## src/rtl/ccv_pkg.sv

```systemverilog
package ccv_pkg;
   localparam logic [3:0] CCV_ADR_CTRL = 4'h0;
   localparam logic [3:0] CCV_ADR_CAPSRC = 4'h4;
   localparam logic [3:0] CCV_ADR_VAL_LO = 4'h8;
   localparam logic [3:0] CCV_ADR_VAL_HI = 4'hC;
   localparam logic [31:0] CCV_ADR_STATUS = 32'h0000_0010;
   localparam logic [7:0] CCV_CTRL_RESET = 8'h00;
   localparam logic [2:0] CCV_CAPSRC_RESET = 3'h0;
   localparam logic [7:0] CCV_VAL_RESET = 8'h00;
   localparam int CCV_CTRL_EN_BIT = 7;
   localparam int CCV_CTRL_OUT_BIT = 5;
   localparam int CCV_CTRL_FMT_BIT = 4;
   localparam int CCV_STAT_FLAG_BIT = 0;
   localparam int CCV_STAT_TSEL_BIT = 1;
   localparam int CCV_STAT_ADCSEL_BIT = 2;
   localparam logic [1:0] CCV_PRE4_LAST = 2'h3;
   localparam logic [3:0] CCV_PRE16_LAST = 4'hF;
   localparam logic [3:0] CCV_M_OFF = 4'h0;
   localparam logic [3:0] CCV_M_TOG_CLR = 4'h1;
   localparam logic [3:0] CCV_M_TOG = 4'h2;
   localparam logic [3:0] CCV_M_CAP_ANY = 4'h3;
   localparam logic [3:0] CCV_M_CAP_FALL = 4'h4;
   localparam logic [3:0] CCV_M_CAP_RISE = 4'h5;
   localparam logic [3:0] CCV_M_CAP_R4 = 4'h6;
   localparam logic [3:0] CCV_M_CAP_R16 = 4'h7;
   localparam logic [3:0] CCV_M_SET = 4'h8;
   localparam logic [3:0] CCV_M_CLR = 4'h9;
   localparam logic [3:0] CCV_M_PULSE = 4'hA;
   localparam logic [3:0] CCV_M_PULSE_CLR = 4'hB;

   typedef enum logic [2:0] {
      CCV_KIND_OFF = 3'b001,
      CCV_KIND_CAP = 3'b010,
      CCV_KIND_CMP = 3'b100
   } ccv_kind_e;

   // the eight selectable capture trigger levels
   typedef struct packed {
      logic logic_cell_four_output;
      logic logic_cell_three_output;
      logic logic_cell_two_output;
      logic logic_cell_one_output;
      logic pin_change_interrupt;
      logic comparator_two_output;
      logic comparator_one_output;
      logic remapped_input_pin;
   } ccv_trig_s;

   // one selectable time source: capture/compare timer and pwm base, used together
   typedef struct packed {
      logic [15:0] capcmp_timer;
      logic [9:0] pwm_base;
   } ccv_time_s;
endpackage

```

## src/rtl/ccv_unit.sv

```systemverilog
// The implementer's own choices: register access over Wishbone and the placing of the registers.
`timescale 1ns/1ps
`default_nettype none
module ccv_unit (
   input wire logic clk_sys, // 40 MHz system clock
   input wire logic reset_n, // async reset, active low
   input wire logic wb_cyc_i, // wishbone cycle
   input wire logic wb_stb_i, // wishbone strobe
   input wire logic wb_we_i, // wishbone write
   input wire logic [31:0] wb_adr_i, // byte address
   input wire logic [3:0] wb_sel_i, // byte lanes
   input wire logic [31:0] wb_dat_i, // write data
   output logic [31:0] wb_dat_o, // read data
   output logic wb_ack_o, // acknowledge
   input wire ccv_pkg::ccv_trig_s trig_in, // trigger source levels
   input wire ccv_pkg::ccv_time_s time_a, // first selectable time source
   input wire ccv_pkg::ccv_time_s time_b, // second selectable time source
   input wire logic timer_select, // this unit's own time source choice
   input wire logic adc_trigger_select, // unit chosen as converter trigger
   output logic unit_out, // compare/pwm output pin level
   output logic timer_clear, // pulse: clear the capture/compare timer
   output logic unit_interrupt_flag, // sticky event flag
   output logic adc_start // pulse: start a conversion
);
   import ccv_pkg::*;

   logic [7:0] ctrl_reg;
   logic [2:0] capsrc_reg;
   logic [7:0] val_lo_reg;
   logic [7:0] val_hi_reg;
   logic out_reg;
   logic flag_reg;
   logic trig_reg;
   logic [3:0] edge_cnt_reg;
   logic pulse_reg;
   logic [9:0] duty_reg;
   logic ack_reg;
   logic [31:0] rdat_reg;
   logic tclr_reg;
   logic adc_reg;
   logic [3:0] mode;
   logic en;
   ccv_kind_e kind;
   ccv_time_s tsrc;
   logic trig_now;
   logic rise;
   logic fall;
   logic cap_event;
   logic match;
   logic cmp_event;
   logic pwm_mode;
   logic [9:0] pwm_width;
   logic pwm_wrap;
   logic unit_event;
   logic bus_req;
   logic wr_stb;
   logic wr_ctrl;
   logic flag_clr;

   assign mode = ctrl_reg[3:0];
   assign en = ctrl_reg[CCV_CTRL_EN_BIT];
   assign pwm_mode = (mode[3:2] == 2'b11);
   // per-unit private time source choice; nothing shared between instances
   assign tsrc = timer_select ? time_b : time_a;

   // mode classification
   always_comb begin
      kind = CCV_KIND_OFF;
      case (mode)
         CCV_M_CAP_ANY, CCV_M_CAP_FALL, CCV_M_CAP_RISE, CCV_M_CAP_R4, CCV_M_CAP_R16: begin
            kind = CCV_KIND_CAP;
         end
         CCV_M_TOG_CLR, CCV_M_TOG, CCV_M_SET, CCV_M_CLR, CCV_M_PULSE, CCV_M_PULSE_CLR: begin
            kind = CCV_KIND_CMP;
         end
         default: begin
            kind = CCV_KIND_OFF;
         end
      endcase
   end

   // trigger source mux
   assign trig_now = trig_in[capsrc_reg];
   assign rise = trig_now & ~trig_reg;
   assign fall = ~trig_now & trig_reg;

   // capture event decode with edge prescaler
   always_comb begin
      case (mode)
         CCV_M_CAP_ANY: cap_event = rise | fall;
         CCV_M_CAP_FALL: cap_event = fall;
         CCV_M_CAP_RISE: cap_event = rise;
         CCV_M_CAP_R4: cap_event = rise && (edge_cnt_reg[1:0] == CCV_PRE4_LAST);
         CCV_M_CAP_R16: cap_event = rise && (edge_cnt_reg == CCV_PRE16_LAST);
         default: cap_event = 1'b0;
      endcase
      cap_event = cap_event & en & (kind == CCV_KIND_CAP);
   end

   // full 16-bit compare, both bytes in the same cycle
   assign match = (tsrc.capcmp_timer[7:0] == val_lo_reg)
      && (tsrc.capcmp_timer[15:8] == val_hi_reg);
   assign cmp_event = en && (kind == CCV_KIND_CMP) && match;

   // pwm width packing by alignment; format ignored outside pwm
   assign pwm_width = ctrl_reg[CCV_CTRL_FMT_BIT] ? {val_hi_reg, val_lo_reg[7:6]}
      : {val_hi_reg[1:0], val_lo_reg};
   assign pwm_wrap = en && pwm_mode && (tsrc.pwm_base == 10'h000);
   assign unit_event = cap_event | cmp_event | pwm_wrap;

   // wishbone decode; one registered ack per request, a cycle after it
   assign bus_req = wb_cyc_i & wb_stb_i & ~ack_reg;
   assign wr_stb = bus_req & wb_we_i & wb_sel_i[0];
   assign wr_ctrl = wr_stb && (wb_adr_i == {28'h0000000, CCV_ADR_CTRL});
   assign flag_clr = wr_stb && (wb_adr_i == CCV_ADR_STATUS) && wb_dat_i[CCV_STAT_FLAG_BIT];

   // trigger history and edge prescaler; prescaler cleared when unit is off, not capturing, or on any control write
   always_ff @(posedge clk_sys or negedge reset_n) begin
      if (!reset_n) begin
         trig_reg <= 1'b0;
         edge_cnt_reg <= 4'h0;
      end else begin
         trig_reg <= trig_now;
         if (!en || kind != CCV_KIND_CAP || wr_ctrl) begin
            edge_cnt_reg <= 4'h0;
         end else if (rise) begin
            edge_cnt_reg <= edge_cnt_reg + 4'h1;
         end
      end
   end

   // control and source select registers
   always_ff @(posedge clk_sys or negedge reset_n) begin
      if (!reset_n) begin
         ctrl_reg <= CCV_CTRL_RESET;
         capsrc_reg <= CCV_CAPSRC_RESET;
      end else if (wr_stb) begin
         if (wb_adr_i == {28'h0000000, CCV_ADR_CTRL}) begin
            ctrl_reg <= {wb_dat_i[7], 1'b0, 1'b0, wb_dat_i[4:0]};
         end
         if (wb_adr_i == {28'h0000000, CCV_ADR_CAPSRC}) begin
            capsrc_reg <= wb_dat_i[2:0];
         end
      end
   end

   // value pair: capture wins over a software write in the same cycle
   always_ff @(posedge clk_sys or negedge reset_n) begin
      if (!reset_n) begin
         val_lo_reg <= CCV_VAL_RESET;
         val_hi_reg <= CCV_VAL_RESET;
      end else if (cap_event) begin
         val_lo_reg <= tsrc.capcmp_timer[7:0];
         val_hi_reg <= tsrc.capcmp_timer[15:8];
      end else if (wr_stb) begin
         if (wb_adr_i == {28'h0000000, CCV_ADR_VAL_LO}) begin
            val_lo_reg <= wb_dat_i[7:0];
         end
         if (wb_adr_i == {28'h0000000, CCV_ADR_VAL_HI}) begin
            val_hi_reg <= wb_dat_i[7:0];
         end
      end
   end

   // pwm duty double buffer, latched at period wrap to avoid glitches
   always_ff @(posedge clk_sys or negedge reset_n) begin
      if (!reset_n) begin
         duty_reg <= 10'h000;
      end else if (pwm_wrap) begin
         duty_reg <= pwm_width;
      end
   end

   // output pin state per mode; mode 0000 resets it
   always_ff @(posedge clk_sys or negedge reset_n) begin
      if (!reset_n) begin
         out_reg <= 1'b0;
         pulse_reg <= 1'b0;
      end else begin
         pulse_reg <= 1'b0;
         if (mode == CCV_M_OFF || !en) begin
            out_reg <= 1'b0;
         end else if (pwm_mode) begin
            out_reg <= (tsrc.pwm_base < duty_reg);
         end else if (cmp_event) begin
            case (mode)
               CCV_M_SET: out_reg <= 1'b1;
               CCV_M_CLR: out_reg <= 1'b0;
               CCV_M_TOG, CCV_M_TOG_CLR: out_reg <= ~out_reg;
               CCV_M_PULSE, CCV_M_PULSE_CLR: pulse_reg <= 1'b1;
               default: out_reg <= out_reg;
            endcase
         end
      end
   end

   // event side effects: sticky flag (set beats clear), timer clear, conversion start
   always_ff @(posedge clk_sys or negedge reset_n) begin
      if (!reset_n) begin
         flag_reg <= 1'b0;
         tclr_reg <= 1'b0;
         adc_reg <= 1'b0;
      end else begin
         if (unit_event) begin
            flag_reg <= 1'b1;
         end else if (flag_clr) begin
            flag_reg <= 1'b0;
         end
         tclr_reg <= cmp_event && (mode == CCV_M_PULSE_CLR || mode == CCV_M_TOG_CLR);
         adc_reg <= unit_event & adc_trigger_select;
      end
   end

   // bus answer: ack one cycle after request, read data registered
   always_ff @(posedge clk_sys or negedge reset_n) begin
      if (!reset_n) begin
         ack_reg <= 1'b0;
         rdat_reg <= 32'h0000_0000;
      end else begin
         ack_reg <= bus_req;
         if (bus_req) begin
            case (wb_adr_i)
               {28'h0000000, CCV_ADR_CTRL}: rdat_reg <= {24'h000000, ctrl_reg[7], 1'b0, out_reg | pulse_reg, ctrl_reg[4:0]};
               {28'h0000000, CCV_ADR_CAPSRC}: rdat_reg <= {29'h00000000, capsrc_reg};
               {28'h0000000, CCV_ADR_VAL_LO}: rdat_reg <= {24'h000000, val_lo_reg};
               {28'h0000000, CCV_ADR_VAL_HI}: rdat_reg <= {24'h000000, val_hi_reg};
               CCV_ADR_STATUS: rdat_reg <= {29'h00000000, adc_trigger_select, timer_select, flag_reg};
               default: rdat_reg <= 32'h0000_0000;
            endcase
         end
      end
   end

   assign wb_ack_o = ack_reg;
   assign wb_dat_o = rdat_reg;
   assign unit_out = out_reg | pulse_reg;
   assign timer_clear = tclr_reg;
   assign unit_interrupt_flag = flag_reg;
   assign adc_start = adc_reg;
endmodule
`default_nettype wire

```

## config.mk

```make
export PLATFORM = sky130hd
export DESIGN_NAME = ccv_unit
export DESIGN_NICKNAME = d
export VERILOG_FILES = /design/src/rtl/ccv_pkg.sv /design/src/rtl/ccv_unit.sv
export SDC_FILE = /design/constraint.sdc
export NUM_CORES = 1
export LEC_CHECK = 0
export BUFFER_PORTS_ARGS = -buffer_cell sky130_fd_sc_hd__buf_2
export CORE_MARGIN = 8
export CORE_UTILIZATION = 44
export CTS_CLUSTER_DIAMETER = 60
export DETAILED_ROUTE_END_ITERATION = 7
export PLACE_DENSITY_LB_ADDON = 0.1
export SLEW_MARGIN = 15
export SYNTH_ARGS = -nofsm -noshare
export SYNTH_HDL_FRONTEND = slang
export SYNTH_SLANG_ARGS = --single-unit
```

## constraint.sdc

```tcl
create_clock -name clk_sys -period 2.4 [get_ports clk_sys]
set_input_delay 0.24 -clock clk_sys [delete_from_list [all_inputs] [get_ports clk_sys]]
set_output_delay 0.24 -clock clk_sys [all_outputs]
set_load 0.03 [all_outputs]
```

After elaboration in Yosys (flattened, before gate mapping)
Memory sizes are Yosys's and may differ from the RTL's.
Index checks and enable logic that the tools add are counted.
Widths: inputs -> output; s select.
Storage, ports and cells
  output and inout bits: 37
  bits in read-only memories: 48
  word-level logic and storage cells: 115
  memories: 1
  register bits after elaboration: 78
  bits of input ports: 135
Cells by class
  order comparisons: 2
  muxes and demuxes: 24
  $add $sub $neg: 1
  bitwise logic cells: 17
  reductions and logical operators: 33
  eq/ne operators: 23
Memory list
  (name not given): depth 16, width 3, read ports 1, clocked after memory_dff 0, write ports 0, RTL line ccv_unit.sv:69  | case (mode)
Operator list (number)
  $eq 32x4->1 const B: 2
  $mux 8: 6
  $pmux 8 s5: 1
  $eq 32x3->1 const B: 1
  $eq 32x5->1 const B: 1
  $logic_not 32->1: 1
  $mux 26: 1
  $eq 4x4->1 const B: 5
  $eq 4x3->1 const B: 4
  $eq 8x8->1: 2
  $logic_and 1x1->1: 11
  $logic_not 10->1: 1
  $lt 10x10->1: 1
  $mux 1: 10
  $mux 10: 1
  $reduce_and 2->1: 5
  $reduce_bool 2->1: 5
  $and 1x1->1: 9
  $eq 4x2->1 const B: 2
  $mux 4: 2
  $pmux 1 s5: 1
  $reduce_bool 5->1: 1
  $add 4x1->4 const B: 1
  $eq 2x2->1 const B: 2
  14 further kinds: 24

Logic depth before layout (Yosys ltp)
  depth after elaboration: 11
  depth in mapped cells: 10

Least setup slack after synthesis
OpenSTA, ideal clock, no wires.
  path kind: register -> register
  from: register capsrc_reg[0]
  to: register val_hi_reg[4]
  required time: 2321 ps
  slack: -65 ps
  arrival time: 2386 ps
  library setup time: 79 ps
  cell stages (with the launch flop): 11
  clock period less this slack: 2465 ps
  cells stage by stage: dfrtp_1 mux4_2 mux2i_1 inv_1 ha_1 nor2b_1 o21ai_0 a31oi_1 buf_2 buf_2 mux2i_1
On the way
  word-level cells in the longest chain between the ends: 10
  elaborated cells between the ends (all ways): 15
RTL lines
  start, declared: RTL line ccv_unit.sv:28  | logic [2:0] capsrc_reg;
  start signal, assigned: RTL line ccv_unit.sv:142  | capsrc_reg <= wb_dat_i[2:0];
  $bmux 1 s3 (*): RTL line ccv_unit.sv:83  | assign trig_now = trig_in[capsrc_reg];
  $mux 1 (implied by the code) (*): RTL line ccv_unit.sv:83
  net trig_now: RTL line ccv_unit.sv:45  | logic trig_now;
  $not 1->1: RTL line ccv_unit.sv:85  | assign fall = ~trig_now & trig_reg;
  $and 1x1->1: RTL line ccv_unit.sv:85
  $or 1x1->1: RTL line ccv_unit.sv:90  | CCV_M_CAP_ANY: cap_event = rise | fall;
  $pmux 1 s5 (*): RTL line ccv_unit.sv:89  | case (mode)
  $and 1x1->1 (*) (2 in series): RTL line ccv_unit.sv:97  | cap_event = cap_event & en & (kind == CCV_KIND_CAP);
  $reduce_bool 2->1 (no source line)
  $reduce_and 2->1 (no source line)
  end signal, assigned: RTL line ccv_unit.sv:154  | val_hi_reg <= tsrc.capcmp_timer[15:8];
  end signal, assigned: RTL line ccv_unit.sv:160  | val_hi_reg <= wb_dat_i[7:0];
  end, declared: RTL line ccv_unit.sv:30  | logic [7:0] val_hi_reg;
The timed path passes the listed nets; every way through them passes the cells marked *. The select of a mux whose other input is x is not followed.
A chain may end at the register's enable or synchronous reset.

Worst setup path in the final report
  from: register capsrc_reg[0]
  to: register val_lo_reg[6]
On the way
  word-level cells in the longest chain between the ends: 10
  elaborated cells between the ends (all ways): 15
RTL lines
  $bmux 1 s3 (*): RTL line ccv_unit.sv:83
  $mux 1 (implied by the code) (*): RTL line ccv_unit.sv:83
  net trig_now: RTL line ccv_unit.sv:45
  $not 1->1: RTL line ccv_unit.sv:85
  $and 1x1->1: RTL line ccv_unit.sv:85
  $or 1x1->1: RTL line ccv_unit.sv:90
  $pmux 1 s5 (*): RTL line ccv_unit.sv:89
  $and 1x1->1 (*) (2 in series): RTL line ccv_unit.sv:97
  $reduce_bool 2->1 (no source line)
  $reduce_and 2->1 (no source line)
  end signal, assigned: RTL line ccv_unit.sv:153  | val_lo_reg <= tsrc.capcmp_timer[7:0];
  end signal, assigned: RTL line ccv_unit.sv:157  | val_lo_reg <= wb_dat_i[7:0];
  end, declared: RTL line ccv_unit.sv:29  | logic [7:0] val_lo_reg;
Marks and branches as above.

==> impl_results.md <==
- Status: finished, violations left
- Post-CTS Setup Repair Bufs: 0
- Most frequent cells after synthesis: mux2i_1 (73), dfrtp_1 (54), buf_4 (25), nor2_1 (22), o21ai_0 (20)
- Worst vdd ir: 0.214 mV
- Max FO, Critical Path: 17
- Crit path kind: flop to flop
- Number of global-route vias before repair: 3351
- Max reg flops: 10
- Nets: 663
- Max cap viols: 0
- Clock Path Buffers: 2
- Max stage delay on crit path: 0.51 ns
- WP buf/inv: 2
- Mapped Cells: 389
- Predominant post-synthesis flop cell: dfrtp_1
- Most used cell, CP: mux2i_1
- P_leak: 2.29 nW
- Slowest cell on crit path: mux4_2
- Initial antenna violation count: 0
- IO Port Bufs: 120
- Clock Sinks: 54
- Setup TNS: -0.230 ns
- Top-count cell post-synth: mux2i_1
- CTS root buf: clkbuf_8
- Starting Density: 44.7%
- Die footprint: 0.0120 mm2
- Layout area overhead: 21.1%
- First-pass GRT wire length: 16700 um
- RePlAce Congestion: 0.858
- Max Transition Viols Final: 0
- Crit-path leading delay family: multiplexers
- Grt ovf: 0
- Failing checks: setup timing
- Pwr Total: 1.86 mW
- Post-synthesis area per instance: 9.92 um2
- CP Capture Type: flop
- Setup-failing EPs final: 17
- I/O pin count: 172
- Place WS: -0.0568 ns
- Worst EP arrival: 2.67 ns
- Number of enable flip-flop cells after synthesis: 0
- Die X-Extent: 110 um
- Hold crit path type: input port to flop
- Crit path cell chain: mux4_2 > mux2i_1 > inv_1 > ha_1 > nor2b_1 > o21ai_1 > a31oi_2 > buf_12 > mux2i_1
- Power Density: 397 mW/mm2
- Layout cells sized above 1: 32.6%
- Via/cell ratio: 5.23
- Filler cells: 840
- # rows: 34
- Hold_ws: 0.164 ns
- Fmax: 0.411 GHz
- Sequential share of the synthesized area: 35.0%
- WL/cell: 17.0 um
- Total GRT Usage: 17.7%
- Share of the synthesized area in the top cell type: 35.0%
- CTS tree: done
- Ant. Diodes: 0
- Slew HR: 54.0%
- DR iter-0 viols: 138
- Largest net degree at the start of global routing: 29
- Post-Route Skew: 0.00472 ns
- Post-synthesis async set-or-reset flop share: 100%
- Worst setup SP type: flop
- Hpwl dp: 8690 um
- Final hold violation count: 0
- Yosys reg bits: 54
- Yosys top cell by area: dfrtp_1
- Post-layout min period: 2.43 ns
- Final wirelength: 10600 um
- Worst EP required: 2.64 ns
- Via count: 3250
- Fin worst setup slack: -0.0330 ns
- Worst-Skew Late Latency: 0.31 ns
- Post-DRT Antenna Nets: 0
- Worst Max-Slew Pin Slew: 0.690 ns
- Remaining DRCs: 0
- Cts bufs inserted: 5
- RSZ-0062 raised after global routing: true
- Chip Height: 110 um
- Crit share post-route: 101%
- Clock slew at reported path FFs: 0.09 ns
- Synth warn: 0
- Mapped cell area: 0.00386 mm2
- Initial DRT Pass Iterations: 4
- CTS HTree Levels: 2
- Unique masters post-synth: 46
- Ranking of synthesized cells by area: dfrtp_1 (35%), mux2i_1 (19%), mux2_2 (5.3%), ha_1 (5.2%), buf_4 (4.9%)
- Core area: 0.00864 mm2
-- per-stage QoR --
| stage | util, % | instances | area (um2) |
|---|---|---|---|
| 6_report | 54.1 | 621 | 4680 |
| 5_1_grt | 54.1 | 621 | 4680 |
| 4_1_cts | 54.1 | 621 | 4680 |
| 3_5_place_dp | 52.8 | 612 | 4560 |
| 3_3_place_gp | 52.8 | 612 | 4560 |
| 2_1_floorplan | - | 412 | 3950 |
-- layout by cell type (no fill, tap or decap), types with 17 or more instances in the layout --
cell,synthesis,layout
buf_2,6,120
mux2i_1,73,73
nor2_1,22,22
dfrtp_1,54,54
conb_1,1,24
mux2_2,18,18
nand2_1,17,17
xnor2_1,17,17
o21ai_0,20,19
a21oi_1,17,17
-- cell families (layout without fill, tap and decap cells) --
logic type	count (synthesis)	in the layout	synth area share (%)
muxes	93	93	25.3
DFF	54	54	35.0
adders and majority gates	16	16	5.19
xor gates and xnor gates	19	19	4.31
buffers and inverters	56	157	8.27
and+or+nand+nor	95	95	13.3
other	1	24	0.0972
AOI/OAI and AO/OA	55	55	8.53
-- repair_timing --
item,CTS,global route
hold endpoints to repair,27,0
gates resized for setup,1,0
hold buffers,1,0
setup endpoints to repair,18,18
-- cell type report --
type                       count  area (um2)  area share [%]
sequential                    54        1350            28.9
tap                          108         135            2.89
inverter                      16        60.1            1.28
clock buffer                   5        68.8            1.47
multi-input combinational    302        2280            48.8
clock inverter                 3        40.0           0.856
timing repair buffer         133         738            15.8
-- where the power goes --
group	total [mW]	internal, mW	switching [mW]
sequential	0.912	0.911	0.000982
combinational	0.335	0.143	0.192
clock	0.610	0.308	0.302
-- path summary, 6_finish.rpt --
kind,depth (start not counted),endpoint,from,slack [ns]
max in group asynchronous,3,pulse_reg,reset_n,1.31
worst min register to register,2,wb_dat_o[1],wb_dat_o[1],0.48
worst min-delay path,2,adc_start,adc_trigger_select,0.16
worst max-delay path,9,val_lo_reg[6],capsrc_reg[0],-0.03
worst max register to register,9,val_lo_reg[6],capsrc_reg[0],-0.03
min in group asynchronous,2,duty_reg[0],reset_n,0.50
-- routing by layer --
layer / GRT usage, % / part of all wire, % / up-vias
met2: 30.5 / 49 / 97
met4: 4.34 / 1.1 / 0
met3: 2.34 / 5.8 / 10
met1: 22.8 / 44 / 1532
met5: 0 / 0 / -
li1: - / - / 1611
(Power assumes the default switching activity.)
